[src/kcr_params.svh]
`ifndef KCR_PARAMS_SVH
`define KCR_PARAMS_SVH

// Logical device served by this bank
`define KCR_LDN_KEYBOARD 8'h05

// Register indices; byte address is four times the index
`define KCR_IDX_LDN 8'h07
`define KCR_IDX_ACTIVATE 8'h30
`define KCR_IDX_RANGE_CHECK 8'h31
`define KCR_IDX_DATA_BASE_HIGH 8'h60
`define KCR_IDX_DATA_BASE_LOW 8'h61
`define KCR_IDX_CMD_BASE_HIGH 8'h62
`define KCR_IDX_CMD_BASE_LOW 8'h63
`define KCR_IDX_IRQ_LEVEL 8'h70
`define KCR_IDX_IRQ_TYPE 8'h71
`define KCR_IDX_SPECIAL_CONFIG 8'hf0

// Field positions
`define KCR_ACT_EN_BIT 0
`define KCR_RC_EN_BIT 1
`define KCR_RC_PAT_BIT 0
`define KCR_SC_SHARE_BIT 4
`define KCR_SC_CLK8_BIT 3
`define KCR_SC_KEYLOCK_BIT 2
`define KCR_SC_TYPE_CHG_BIT 1
`define KCR_SC_EXT_ROM_BIT 0

// Reset values
`define KCR_RST_LDN 8'h00
`define KCR_RST_RANGE_CHECK 2'h0
`define KCR_RST_DATA_BASE_HIGH 4'h0
`define KCR_RST_DATA_BASE_LOW 8'h60
`define KCR_RST_CMD_BASE_HIGH 4'h0
`define KCR_RST_CMD_BASE_LOW 8'h64
`define KCR_RST_IRQ_LEVEL 4'h1
`define KCR_RST_IRQ_TYPE 2'h2
`define KCR_RST_SPECIAL_CONFIG 5'h00

// Range check answers and line limits
`define KCR_RC_PAT_SET 8'h55
`define KCR_RC_PAT_CLR 8'haa
`define KCR_IRQ_NONE 4'h0
`define KCR_IRQ_BAD 4'h2
`define KCR_IRQ_MAX 4'hc

`endif

[src/kcr_pkg.sv]
package kcr_pkg;

  typedef logic [7:0] kcr_byte_t;

  // Strap capture sequence after reset release
  typedef enum logic [1:0] {
    KCR_ST_STRAP = 2'b01,
    KCR_ST_RUN = 2'b10
  } kcr_state_t;

endpackage : kcr_pkg

[src/kcr_regs.sv]
// What this block does
// - Bank is selected when logical device number is 05h, reached by index.
// - Index 30h bit 0 enables the controller; other bits reserved.
// - Enable reset value comes from the strap level at reset.
// - Index 31h bit 1 enables range check in plug-and-play mode.
// - Range check answers reads in range with 55h or AAh per bit 0.
// - Index 60h: high nibble reads zero, low nibble address 11:8, reset 00h.
// - Index 61h holds data address 7:0, reset 60h.
// - Index 62h: high nibble zero, low nibble command address 11:8, reset 00h.
// - Index 63h holds command address 7:0, reset 64h.
// - Index 70h low nibble selects interrupt line, reset 01h.
// - Index 71h reads fixed 02h unless special bit 1 is set.
// - Type bit 1 picks high level, bit 0 picks level trigger.
// - Special bit 1 makes interrupt type changeable.
// - Index F0h: bit 4 sharing, bit 3 8MHz clock, bit 2 key lock.
// - Special bit 0 picks external program ROM, else internal ROM.
//
// The APB slave port was decided locally.
`timescale 1ns/1ps
`include "kcr_params.svh"

module kcr_regs import kcr_pkg::*; #(
  parameter int ADDR_W = 12
) (
  // Clock and reset
  input wire logic i_clk,
  input wire logic i_rst_n,
  // APB slave
  input wire logic i_psel,
  input wire logic i_penable,
  input wire logic i_pwrite,
  input wire logic [ADDR_W-1:0] i_paddr,
  input wire logic [31:0] i_pwdata,
  output logic o_pready,
  output logic [31:0] o_prdata,
  output logic o_pslverr,
  // Strap and mode
  input wire logic i_kbd_enable_strap,
  input wire logic i_motherboard_config_mode,
  // Host I/O decode
  input wire logic [15:0] i_io_addr,
  input wire logic i_io_rd,
  input wire logic i_io_wr,
  output logic o_data_port_sel,
  output logic o_cmd_port_sel,
  output logic o_range_resp_valid,
  output logic [7:0] o_range_resp_data,
  // Controller configuration
  output logic o_keyboard_controller_en,
  output logic [3:0] o_irq_line,
  output logic o_irq_line_valid,
  output logic o_irq_active_high,
  output logic o_irq_level_trig,
  output logic o_irq_share,
  output logic o_clk_8mhz_sel,
  output logic o_key_lock_en,
  output logic o_ext_rom_sel
);

  if (ADDR_W < 11 || ADDR_W > 32) begin : g_bad_addr_w
    $error("ADDR_W must lie in 11..32");
  end

  kcr_state_t state_reg;
  kcr_byte_t ldn_reg;
  logic enable_reg;
  logic strap_reg;
  logic [1:0] range_reg;
  logic [3:0] data_high_reg;
  kcr_byte_t data_low_reg;
  logic [3:0] cmd_high_reg;
  kcr_byte_t cmd_low_reg;
  logic [3:0] irq_level_reg;
  logic [1:0] irq_type_reg;
  logic [4:0] special_reg;
  logic [31:0] prdata_reg;
  logic pslverr_reg;
  logic data_sel_reg;
  logic cmd_sel_reg;
  logic resp_valid_reg;
  kcr_byte_t resp_data_reg;

  kcr_byte_t idx;
  logic upper_zero;
  logic bank_on;
  logic setup;
  logic wr;
  logic mapped;
  kcr_byte_t rd_byte;
  logic [1:0] irq_type_eff;
  logic [15:0] data_addr;
  logic [15:0] cmd_addr;
  logic hit_data;
  logic hit_cmd;
  logic range_active;
  logic range_hit;

  assign idx = i_paddr[9:2];
  assign upper_zero = ((i_paddr >> 10) == '0);
  assign bank_on = (ldn_reg == `KCR_LDN_KEYBOARD);
  assign setup = i_psel && !i_penable;
  assign wr = i_psel && i_penable && i_pwrite && upper_zero;

  // Zero wait states
  assign o_pready = 1'b1;
  assign o_prdata = prdata_reg;
  assign o_pslverr = pslverr_reg;

  assign irq_type_eff = special_reg[`KCR_SC_TYPE_CHG_BIT] ? irq_type_reg
                                                           : `KCR_RST_IRQ_TYPE;

  // Read mux; reserved bits stay zero
  always_comb begin
    mapped = 1'b1;
    rd_byte = 8'h00;
    case (idx)
      `KCR_IDX_LDN: rd_byte = ldn_reg;
      `KCR_IDX_ACTIVATE: rd_byte = {7'h00, enable_reg};
      `KCR_IDX_RANGE_CHECK: rd_byte = {6'h00, range_reg};
      `KCR_IDX_DATA_BASE_HIGH: rd_byte = {4'h0, data_high_reg};
      `KCR_IDX_DATA_BASE_LOW: rd_byte = data_low_reg;
      `KCR_IDX_CMD_BASE_HIGH: rd_byte = {4'h0, cmd_high_reg};
      `KCR_IDX_CMD_BASE_LOW: rd_byte = cmd_low_reg;
      `KCR_IDX_IRQ_LEVEL: rd_byte = {4'h0, irq_level_reg};
      `KCR_IDX_IRQ_TYPE: rd_byte = {6'h00, irq_type_eff};
      `KCR_IDX_SPECIAL_CONFIG: rd_byte = {3'h0, special_reg};
      default: mapped = 1'b0;
    endcase
    if (!upper_zero) begin
      mapped = 1'b0;
    end
    if (!mapped || (!bank_on && idx != `KCR_IDX_LDN)) begin
      rd_byte = 8'h00;
    end
  end

  // Read data and error caught in the setup cycle
  always_ff @(posedge i_clk or negedge i_rst_n) begin
    if (!i_rst_n) begin
      prdata_reg <= 32'h0000_0000;
      pslverr_reg <= 1'b0;
    end else if (setup) begin
      prdata_reg <= {24'h00_0000, rd_byte};
      pslverr_reg <= !mapped;
    end
  end

  // Strap capture in the first cycle after release
  always_ff @(posedge i_clk or negedge i_rst_n) begin
    if (!i_rst_n) begin
      state_reg <= KCR_ST_STRAP;
    end else begin
      case (state_reg)
        KCR_ST_STRAP: state_reg <= KCR_ST_RUN;
        KCR_ST_RUN: state_reg <= KCR_ST_RUN;
        default: state_reg <= KCR_ST_STRAP;
      endcase
    end
  end

  always_ff @(posedge i_clk or negedge i_rst_n) begin
    if (!i_rst_n) begin
      ldn_reg <= `KCR_RST_LDN;
    end else if (wr && idx == `KCR_IDX_LDN) begin
      ldn_reg <= i_pwdata[7:0];
    end
  end

  // Strap level taken while reset is held low
  always_ff @(posedge i_clk) begin
    if (!i_rst_n) begin
      strap_reg <= i_kbd_enable_strap;
    end
  end

  always_ff @(posedge i_clk or negedge i_rst_n) begin
    if (!i_rst_n) begin
      enable_reg <= 1'b0;
    end else if (state_reg == KCR_ST_STRAP) begin
      enable_reg <= strap_reg;
    end else if (wr && bank_on && idx == `KCR_IDX_ACTIVATE) begin
      enable_reg <= i_pwdata[`KCR_ACT_EN_BIT];
    end
  end

  // Bank registers; reserved write bits dropped
  always_ff @(posedge i_clk or negedge i_rst_n) begin
    if (!i_rst_n) begin
      range_reg <= `KCR_RST_RANGE_CHECK;
      data_high_reg <= `KCR_RST_DATA_BASE_HIGH;
      data_low_reg <= `KCR_RST_DATA_BASE_LOW;
      cmd_high_reg <= `KCR_RST_CMD_BASE_HIGH;
      cmd_low_reg <= `KCR_RST_CMD_BASE_LOW;
      irq_level_reg <= `KCR_RST_IRQ_LEVEL;
      irq_type_reg <= `KCR_RST_IRQ_TYPE;
      special_reg <= `KCR_RST_SPECIAL_CONFIG;
    end else if (wr && bank_on) begin
      case (idx)
        `KCR_IDX_RANGE_CHECK: range_reg <= i_pwdata[1:0];
        `KCR_IDX_DATA_BASE_HIGH: data_high_reg <= i_pwdata[3:0];
        `KCR_IDX_DATA_BASE_LOW: data_low_reg <= i_pwdata[7:0];
        `KCR_IDX_CMD_BASE_HIGH: cmd_high_reg <= i_pwdata[3:0];
        `KCR_IDX_CMD_BASE_LOW: cmd_low_reg <= i_pwdata[7:0];
        `KCR_IDX_IRQ_LEVEL: irq_level_reg <= i_pwdata[3:0];
        `KCR_IDX_IRQ_TYPE: begin
          if (special_reg[`KCR_SC_TYPE_CHG_BIT]) begin
            irq_type_reg <= i_pwdata[1:0];
          end
        end
        `KCR_IDX_SPECIAL_CONFIG: special_reg <= i_pwdata[4:0];
        default: ;
      endcase
    end
  end

  // Host port decode
  assign data_addr = {4'h0, data_high_reg, data_low_reg};
  assign cmd_addr = {4'h0, cmd_high_reg, cmd_low_reg};
  assign hit_data = (i_io_addr == data_addr);
  assign hit_cmd = (i_io_addr == cmd_addr);
  assign range_active = range_reg[`KCR_RC_EN_BIT] && !i_motherboard_config_mode;
  assign range_hit = range_active && i_io_rd && (hit_data || hit_cmd);

  always_ff @(posedge i_clk or negedge i_rst_n) begin
    if (!i_rst_n) begin
      data_sel_reg <= 1'b0;
      cmd_sel_reg <= 1'b0;
    end else begin
      data_sel_reg <= enable_reg && (i_io_rd || i_io_wr) && hit_data;
      cmd_sel_reg <= enable_reg && (i_io_rd || i_io_wr) && hit_cmd;
    end
  end

  always_ff @(posedge i_clk or negedge i_rst_n) begin
    if (!i_rst_n) begin
      resp_valid_reg <= 1'b0;
      resp_data_reg <= 8'h00;
    end else begin
      resp_valid_reg <= range_hit;
      if (!range_hit) begin
        resp_data_reg <= 8'h00;
      end else if (range_reg[`KCR_RC_PAT_BIT]) begin
        resp_data_reg <= `KCR_RC_PAT_SET;
      end else begin
        resp_data_reg <= `KCR_RC_PAT_CLR;
      end
    end
  end

  assign o_data_port_sel = data_sel_reg;
  assign o_cmd_port_sel = cmd_sel_reg;
  assign o_range_resp_valid = resp_valid_reg;
  assign o_range_resp_data = resp_data_reg;

  // Configuration outputs
  assign o_keyboard_controller_en = enable_reg;
  assign o_irq_line = irq_level_reg;
  assign o_irq_line_valid = (irq_level_reg != `KCR_IRQ_NONE)
                         && (irq_level_reg != `KCR_IRQ_BAD)
                         && (irq_level_reg <= `KCR_IRQ_MAX);
  assign o_irq_active_high = irq_type_eff[1];
  assign o_irq_level_trig = irq_type_eff[0];
  assign o_irq_share = special_reg[`KCR_SC_SHARE_BIT];
  assign o_clk_8mhz_sel = special_reg[`KCR_SC_CLK8_BIT];
  assign o_key_lock_en = special_reg[`KCR_SC_KEYLOCK_BIT];
  assign o_ext_rom_sel = special_reg[`KCR_SC_EXT_ROM_BIT];
endmodule : kcr_regs

[config.mk]
export PLATFORM = sky130hd
export DESIGN_NAME = kcr_regs
export DESIGN_NICKNAME = d
export VERILOG_FILES = /design/src/kcr_pkg.sv /design/src/kcr_regs.sv
export VERILOG_INCLUDE_DIRS = /design/src
export SDC_FILE = /design/constraint.sdc
export NUM_CORES = 1
export LEC_CHECK = 0
export ABC_AREA = 1
export CAP_MARGIN = 10
export CORE_MARGIN = 1
export CORE_UTILIZATION = 50
export DETAILED_ROUTE_END_ITERATION = 7
export DONT_BUFFER_PORTS = 1
export GPL_TIMING_DRIVEN = 0
export PLACE_DENSITY = 0.63
export SETUP_SLACK_MARGIN = 0.4
export SYNTH_ARGS = -nofsm -noshare
export SYNTH_HDL_FRONTEND = slang
export SYNTH_SLANG_ARGS = --single-unit
[constraint.sdc]
create_clock -name i_clk -period 2 [get_ports i_clk]
set_input_delay 0.4 -clock i_clk [delete_from_list [all_inputs] [get_ports i_clk]]
set_output_delay 0.4 -clock i_clk [all_outputs]
set_load 0.05 [all_outputs]
==> results by group, run 1 <==
Logic synthesis
  • Async S/R FF share, synth: 0.984
  • Synthesized area: 3750 um2
  • EDFF count, synth: 1
  • Area leader, netlist: dfrtp_1
  • Syn Area/Cell: 7.40 um2
  • Synth warn: 0
  • Cell variety after synth: 33
  • Yosys top cell area share: 0.360
  • Mapped Cells: 507
  • Top FF cell, synth: dfrtp_1
  • Sequential fraction of the synthesis area: 0.424
  • Area contributors post-synth: dfrtp_1, nand2_1, buf_4
  • Synthesized flop and latch total: 63

Final layout
  • Most frequent cells in the layout: nand2_1, nor2_1, inv_1
  • Final cell count without fillers: 653
  • Most common cell after layout, fill and taps aside: nand2_1
  • Ant diodes: 0
  • Share of layout cells above drive strength 1: 0.220
  • P&R area growth vs syn: 15.3%
  • Final instance area: 4330 um2
  • Nets@finish: 619

GRT
  • Antenna violations before repair: 0
  • All-Layer GR Usage: 0.254
  • Grt ovf: 0
  • First-pass GRT wire length: 14.7 mm
  • Number of global-route vias before repair: 2965
  • Largest net degree at the start of global routing: 64

Clock tree
  • CTS root buf: clkbuf_8
  • CTS tree: built
  • Clock Sinks: 63
  • Insertion delay to the later sink of the worst-skew pair: 350 ps
  • CTS H-tree lvls: 3
  • CTS max path bufs: 2
  • Reg clk slew, reported paths: 80 ps
  • Number of CTS-inserted buffers: 9

Worst setup path
  • Crit Path Class: flip-flop to output port
  • Required time worst endpoint: 1600 ps
  • CP arrival: 1540 ps
  • CP max-delay cell: dfstp_4
  • CP peak stage delay: 540 ps
  • CP Capture Type: output port
  • Startpoint Class: flip-flop
  • Reg2reg start: ldn_reg[3]
  • RR Endpoint: data_low_reg[7]
  • Cell family with most CP delay: flip-flops
  • Worst path bufs/invs: 0
  • R2r setup slk: 470 ps
  • Crit path max fanout: 5
  • Worst r2r path cells: 9
  • CP cell instances: or2_4 > a31oi_4

STA
  • Clk_skew: 13.4 ps
  • Setup violators final: 0
  • Slew Viols, Final: 0
  • Min setup slack post-route: 61.9 ps
  • Worst-Margin Slew: 541 ps
  • Final hold vios: 62
  • Final min period: 1940 ps
  • Slew HR: 0.639
  • Fmax: 0.516 GHz
  • Period utilisation layout: 0.969
  • RSZ-0062 raised after global routing: yes
  • Total negative slack: 0 ps
  • WHS: -252 ps

Power and ir drop
  • PwrDens: 608 nW/um2
  • P_leak: 0.00214 uW
  • Worst vdd ir: 0.000320 V

Drt
  • Wirelength per Cell: 14.1 um
  • Vias: 3256
  • Final ANT Viol Nets: 0
  • Vias per cell: 4.99
  • Drc violations: 0
  • DRT iter0 DRCs: 195
  • Drt total wl: 9.20 mm
  • Pre-antenna DRT Iters: 4

Place
  • I/O Buffers: 0
  • Placed cell areas: 3980 um2
  • Pre-CTS setup slack: 102 ps
  • HPWL after detailed placement: 6.88 mm
  • DP Cell Count: 629
  • Placer Congestion: 0.839

Status
  • Violated checks: negative hold slack
  • Status: finished, violations left

Floorplan
  • Die Ht: 88.6 um
  • Core area: 7250 um2
  • Die Area: 7860 um2
  • IO Count: 126
  • Chip width: 88.6 um
  • Starting Density: 0.517
  • Core Rows: 31

Hold path
  • Worst Hold Class: primary input to async pin

Run
  • Max-cap violations: 0
==> power breakdown <==
| group | total, uW | internal [uW] | switching [uW] |
|---|---|---|---|
| Clock | 1090 | 576 | 513 |
| Combinational | 252 | 67.8 | 184 |
| Sequential | 1290 | 1280 | 10.2 |
| Total | 2630 | 1930 | 708 |
==> per-stage QoR <==
step / total power, uW / util / hold WS (ps)
floorplan: 1540 / - / 104
global placement: 1560 / 0.549 / 106
detailed placement: 1560 / 0.549 / 107
CTS: 2650 / 0.581 / -273
global route: 2730 / 0.597 / -283
finish: 2630 / 0.597 / -252
==> layout make-up <==
cell class / count / area, um2
Tap cell: 99 / 124
Sequential cell: 63 / 1600
Multi-Input combinational cell: 371 / 1850
Inverter: 60 / 229
Timing Repair Buffer: 7 / 65.1
Clock inverter: 5 / 58.8
Fill cell: 728 / 2930
Buffer: 37 / 269
Clock buffer: 11 / 131
==> worst max-delay path by stage <==
stage,startpoint,end,depth (start not counted)
floorplan,i_paddr[11],irq_type_reg[0],6
global placement,i_paddr[11],special_reg[3],6
detailed placement,i_paddr[11],data_high_reg[0],6
CTS,o_irq_line[0],o_irq_line_valid,2
global route,o_irq_line[0],o_irq_line_valid,2
finish,o_irq_line[0],o_irq_line_valid,2
==> cells in the mapped netlist, drive strengths merged (2+ instances only) <==
master / number
nand4: 12
nor2: 61
nor3b: 2
o21ai: 50
conb: 2
nand3: 37
dfstp: 8
nand2: 147
a21oi: 4
a31oi: 3
buf: 36
or2: 7
xnor2: 6
inv: 60
nor3: 5
dfrtp: 54
xor2: 8
==> metal layers <==
| metal | up-vias | track usage | share of wire |
|---|---|---|---|
| met5 | - | 0 | 0 |
| met4 | 0 | 0.0806 | 0.015 |
| met3 | 11 | 0.0756 | 0.085 |
| met2 | 114 | 0.394 | 0.46 |
| met1 | 1483 | 0.342 | 0.44 |
| li1 | 1648 | - | - |
==> worst reg2reg max path, delay by kind of cell (launching register included) <==
| family | cells | cell delay [ps] |
|---|---|---|
| AOI/OAI and AO/OA | 1 | 70 |
| buffers and inverters | 3 | 390 |
| DFF | 1 | 420 |
| and+or+nand+nor | 5 | 530 |
==> repair_timing <==
action / 4_1_cts / 5_1_grt
cloned: 0 / 1
resized for setup: 8 / 30
hold endpoints to repair: 62 / 62
pin swaps: 3 / 15
endpoints found under the setup margin: 41 / 40
setup buffers: 1 / 6
==> kinds of logic (layout without fill, tap and decap cells) <==
family,after synthesis,after routing,share of synthesized area
AOI/OAI and AO/OA,58,58,0.0787
adders and majority gates,1,1,0.00333
and+or+nand+nor,272,273,0.329
DFF,63,63,0.424
other,2,25,0.00200
xor gates and xnor gates,14,14,0.0327
buffers and inverters,97,120,0.130
(Power assumes the default switching activity.)
==> run 2, diff against run 1 <==
CORE_UTILIZATION = 40   (was 50)
PLACE_DENSITY = 0.52   (was 0.63)
==> run 2 against run 1 <==
Against the previous run: the run still ends with negative hold slack left; register-to-register slack about the same; via count fell by 1.4%; sequential share of layout area fell by 0.42 points; largest power group unchanged; critical path depth did not move; largest cell class unchanged.
==> results by group, run 2 (synthesized netlist as in run 1, its figures left out) <==
Power and ir drop
  • Seq pwr share: 0.458
  • P_leak: 0.00215 uW
  • PwrDens: 644 nW/um2
  • Sw Share: 0.268
  • Worst vdd ir: 0.000329 V
  • Combinational Power Share: 0.090
  • Power Total: 2820 uW
  • Clock network fraction of design power: 0.452
  • Int Power: 2060 uW
  • Sw power: 757 uW

STA
  • Worst-Margin Slew: 543 ps
  • Slew Viols, Final: 0
  • Min setup slack post-route: 57.6 ps
  • RSZ-0062 raised after global routing: yes
  • Clk_skew: 15.8 ps
  • WHS: -263 ps
  • Total negative slack: 0 ps
  • Setup violators final: 0
  • Period utilisation layout: 0.971
  • Final min period: 1940 ps
  • Slew HR: 0.638
  • Final hold vios: 62
  • Fmax: 0.515 GHz

Drt
  • Final ANT Viol Nets: 0
  • Vias: 3209
  • Drt total wl: 9.75 mm
  • DRT iter0 DRCs: 144
  • Wirelength per Cell: 14.7 um
  • Pre-antenna DRT Iters: 4
  • Drc violations: 0
  • Vias per cell: 4.84

Floorplan
  • Die Ht: 98.9 um
  • Chip width: 98.9 um
  • Core Rows: 34
  • IO Count: 126
  • Starting Density: 0.422
  • Core area: 8890 um2
  • Die Area: 9770 um2

Clock tree
  • CTS tree: built
  • CTS H-tree lvls: 3
  • CTS root buf: clkbuf_8
  • Clock Sinks: 63
  • Number of CTS-inserted buffers: 9
  • Insertion delay to the later sink of the worst-skew pair: 350 ps
  • CTS max path bufs: 2
  • Reg clk slew, reported paths: 90 ps

Worst setup path
  • CP cell instances: or2_4 > a31oi_4
  • Crit path max fanout: 5
  • Required time worst endpoint: 1600 ps
  • Crit Path Class: flip-flop to output port
  • CP Capture Type: output port
  • CP max-delay cell: dfstp_4
  • Startpoint Class: flip-flop
  • CP peak stage delay: 540 ps
  • CP arrival: 1540 ps

GRT
  • Antenna violations before repair: 0
  • All-Layer GR Usage: 0.207
  • First-pass GRT wire length: 15.2 mm
  • Grt ovf: 0
  • Largest net degree at the start of global routing: 64
  • Number of global-route vias before repair: 2853

Place
  • I/O Buffers: 0
  • Pre-CTS setup slack: 91.7 ps
  • Placer Congestion: 0.810
  • Placed cell areas: 4000 um2
  • HPWL after detailed placement: 7.35 mm

Final layout
  • Share of layout cells above drive strength 1: 0.216
  • P&R area growth vs syn: 16.7%
  • Nets@finish: 620
  • Ant diodes: 0
  • Most common cell after layout, fill and taps aside: nand2_1
  • Core Util, Final: 0.493
  • Final instance area: 4380 um2
  • Most frequent cells in the layout: nand2_1, nor2_1, inv_1

Run
  • Max-cap violations: 0

Status
  • Violated checks: negative hold slack
  • Status: finished, violations left

Hold path
  • Worst Hold Class: primary input to async pin
run 2: cell count changes in the layout (fill, tap and decap cells not counted), sizes merged:
cell | before | now
clkbuf | 12 | 10
clkinvlp | 3 | 1
inv | 59 | 61
buf | 43 | 44
bufinv | 1 | 2
clkinv | 2 | 3
run 2: stage by stage:
stage               hold slack, ps  std cells
floorplan                      104        530
global placement               106        638
detailed placement             107        638
CTS                           -282        655
global route                  -298        663
finish                        -263        663
run 2: worst paths after layout:
check	startpoint	end	slack, ps	depth (start not counted)
min in group i_clk	i_kbd_enable_strap	strap_reg	150	0
setup / recovery	o_irq_line[0]	o_irq_line_valid	60	2
max in group asynchronous	i_rst_n	state_reg[0]	2080	0
hold reg to reg	irq_type_reg[1]	irq_type_reg[1]	480	2
hold / removal	i_rst_n	data_low_reg[4]	-260	0
setup reg to reg	data_low_reg[6]	o_range_resp_data[5]	480	7
run 2: layout make-up:
cell class	instances	area [um2]
well taps	108	135
clock inverters	7	104
fillers	926	4510
multi-input cells	371	1840
plain buffers	37	269
flip-flops and latches	63	1600
repair buffers	8	72.6
inverters	60	229
clock buffers	9	124
run 2: power by group through the flow:
stage | Combinational [uW] | Sequential [uW] | Clock (uW)
finish | 255 | 1290 | 1280
global route | 272 | 1290 | 1360
CTS | 251 | 1290 | 1300
detailed placement | 250 | 1320 | 0
global placement | 248 | 1320 | 0
floorplan | 223 | 1310 | 0
run 2: worst max-delay path, delay by kind of cell, from the launching register on:
family / cells / cell delay (ps)
flip-flops: 1 / 540
AO/OA/AOI/OAI: 1 / 380
AND/OR/NAND/NOR: 1 / 270
run 2: repair_timing:
item	4_1_cts	5_1_grt
gates cloned	0	1
gates resized for setup	9	24
setup buffers	1	7
hold endpoints to repair	62	62
endpoints found under the setup margin	41	35
pin swaps	3	5
run 2: routing by layer:
metal / track usage / share of wire
met4: 0.0666 / 0.017
met5: 0 / 0
met1: 0.278 / 0.47
met2: 0.315 / 0.45
met3: 0.0667 / 0.065
==> run 3, diff against run 2 <==
GPL_ROUTABILITY_DRIVEN = 0   (was default)
PLACE_DENSITY = 0.54   (was 0.52)
==> run 3 against run 2 <==
Against the previous run: the run still ends with negative hold slack left; clock-buffer cell count up 2; non-clock buffer count up 2; cell count up 0.30%; fmax up 0.13%; via count up 1.7%; register-to-register slack worse by 90 ps; worst hold slack better by 6.0 ps; sequential power about the same; total power down 6.7%; critical path type unchanged; largest power group unchanged; highest routed layer unchanged.
==> results by group, run 3 (synthesized netlist as in run 1, its figures left out) <==
Status
  • Status: finished, violations left
  • Violated checks: negative hold slack

Worst setup path
  • Required time worst endpoint: 1600 ps
  • CP Capture Type: output port
  • Crit path max fanout: 5
  • CP arrival: 1540 ps
  • Crit Path Class: flip-flop to output port
  • Startpoint Class: flip-flop

Drt
  • DRT iter0 DRCs: 192
  • Drt total wl: 9.77 mm
  • Vias per cell: 4.91
  • Wirelength per Cell: 14.7 um
  • Drc violations: 0
  • Vias: 3262
  • Pre-antenna DRT Iters: 5
  • Final ANT Viol Nets: 0

Clock tree
  • CTS tree: built
  • Insertion delay to the later sink of the worst-skew pair: 350 ps
  • Clock Sinks: 63
  • Reg clk slew, reported paths: 80 ps
  • CTS H-tree lvls: 3
  • Number of CTS-inserted buffers: 9
  • CTS max path bufs: 2
  • CTS root buf: clkbuf_8

Final layout
  • Ant diodes: 0
  • Filler Cells Inserted: 888
  • Most frequent cells in the layout: nand2_1, nor2_1, inv_1
  • P&R area growth vs syn: 16.7%
  • Share of layout cells above drive strength 1: 0.233
  • Nets@finish: 622
  • Core Util, Final: 0.493
  • Most common cell after layout, fill and taps aside: nand2_1

Place
  • HPWL after detailed placement: 7.39 mm
  • I/O Buffers: 0

GRT
  • Number of global-route vias before repair: 2964
  • Largest net degree at the start of global routing: 64
  • First-pass GRT wire length: 15.4 mm
  • All-Layer GR Usage: 0.209
  • Antenna violations before repair: 0
  • Grt ovf: 0

STA
  • Setup violators final: 0
  • Period utilisation layout: 0.970
  • Total negative slack: 0 ps
  • Fmax: 0.515 GHz
  • RSZ-0062 raised after global routing: yes
  • WHS: -257 ps
  • Slew HR: 0.639
  • Worst-Margin Slew: 541 ps
  • Slew Viols, Final: 0
  • Final min period: 1940 ps
  • Final hold vios: 62
  • Clk_skew: 14.7 ps

Power and ir drop
  • Seq pwr share: 0.490
  • Worst vdd ir: 0.000260 V
  • P_leak: 0.00216 uW
  • Sw power: 708 uW
  • Power Total: 2630 uW
  • PwrDens: 601 nW/um2
  • Combinational Power Share: 0.096
  • Int Power: 1930 uW
  • Clock network fraction of design power: 0.413
  • Sw Share: 0.269

Floorplan
  • Core area: 8890 um2
  • Chip width: 98.9 um
  • Die Ht: 98.9 um
  • IO Count: 126
  • Starting Density: 0.422
  • Die Area: 9770 um2
  • Core Rows: 34

Run
  • Max-cap violations: 0

Hold path
  • Worst Hold Class: primary input to async pin
run 3: changes by cell type in the layout (fill, tap and decap cells not counted), moves of 2 or more:
cell        previous run  this run
nand2_2                5        10
inv_6                  2         0
inv_1                 51        48
inv_2                  8        11
o21ai_1               29        23
buf_4                 41        43
o21ai_0               20        26
clkbuf_1               1         3
clkinvlp_4             1         3
nor2_2                 5         7
nor2_1                52        50
nand2_1              139       134
clkinv_4               3         1
run 3: layer usage:
layer	wire length, um	vias to the layer above	part of all wire	track usage
li1	-	1656	-	-
met1	4500	1479	0.46	0.285
met2	4410	119	0.45	0.322
met3	721	8	0.074	0.0617
met4	131	0	0.013	0.0608
met5	0	-	0	0
run 3: worst paths after layout:
check	startpoint	to	slack, ps	depth (start not counted)
max	o_irq_line[0]	o_irq_line_valid	60	2
min	i_rst_n	ldn_reg[6]	-260	0
max reg2reg	data_low_reg[6]	o_range_resp_data[6]	390	7
min reg2reg	irq_type_reg[1]	irq_type_reg[1]	470	2
max in group asynchronous	i_rst_n	cmd_low_reg[2]	2060	0
min in group i_clk	i_kbd_enable_strap	strap_reg	150	0
run 3: power groups by stage:
stage / logic, uW / registers [uW] / clock network [uW]
2_1_floorplan: 223 / 1310 / 0
3_3_place_gp: 248 / 1320 / 0
3_5_place_dp: 250 / 1320 / 0
4_1_cts: 250 / 1290 / 1120
5_1_grt: 273 / 1290 / 1170
6_report: 254 / 1290 / 1090
run 3: layout make-up:
type                    instances  area, um2  area share
plain buffers                  37        269      0.0614
multi-input cells             371       1860       0.426
repair buffers                 10       87.6      0.0200
clock inverters                 5       58.8      0.0134
inverters                      60        229      0.0523
well taps                     108        135      0.0309
clock buffers                  11        131      0.0300
flip-flops and latches         63       1600       0.366
run 3: what timing repair did:
action / 4_1_cts / 5_1_grt
endpoints found under the setup margin: 43 / 39
pin swaps: 3 / 5
gates resized for setup: 9 / 29
setup buffers: 1 / 9
cloned: 0 / 1
endpoints found under the hold margin: 62 / 62
run 3: critical path, cell delays in order, from the launching register on:
cell     delay [ps]
dfstp_4         540
or2_4           280
a31oi_4         380
run 3: per-stage QoR:
stage                     setup WS, ps  instances  cell area [um2]  hold slack [ps]
after floorplan                    404        530             3860              104
after global placement            81.4        638             4000              107
after detailed placement          65.3        638             4000              106
after CTS                         43.3        655             4230             -277
after global routing              25.5        665             4380             -285
final                             60.1        665             4380             -257
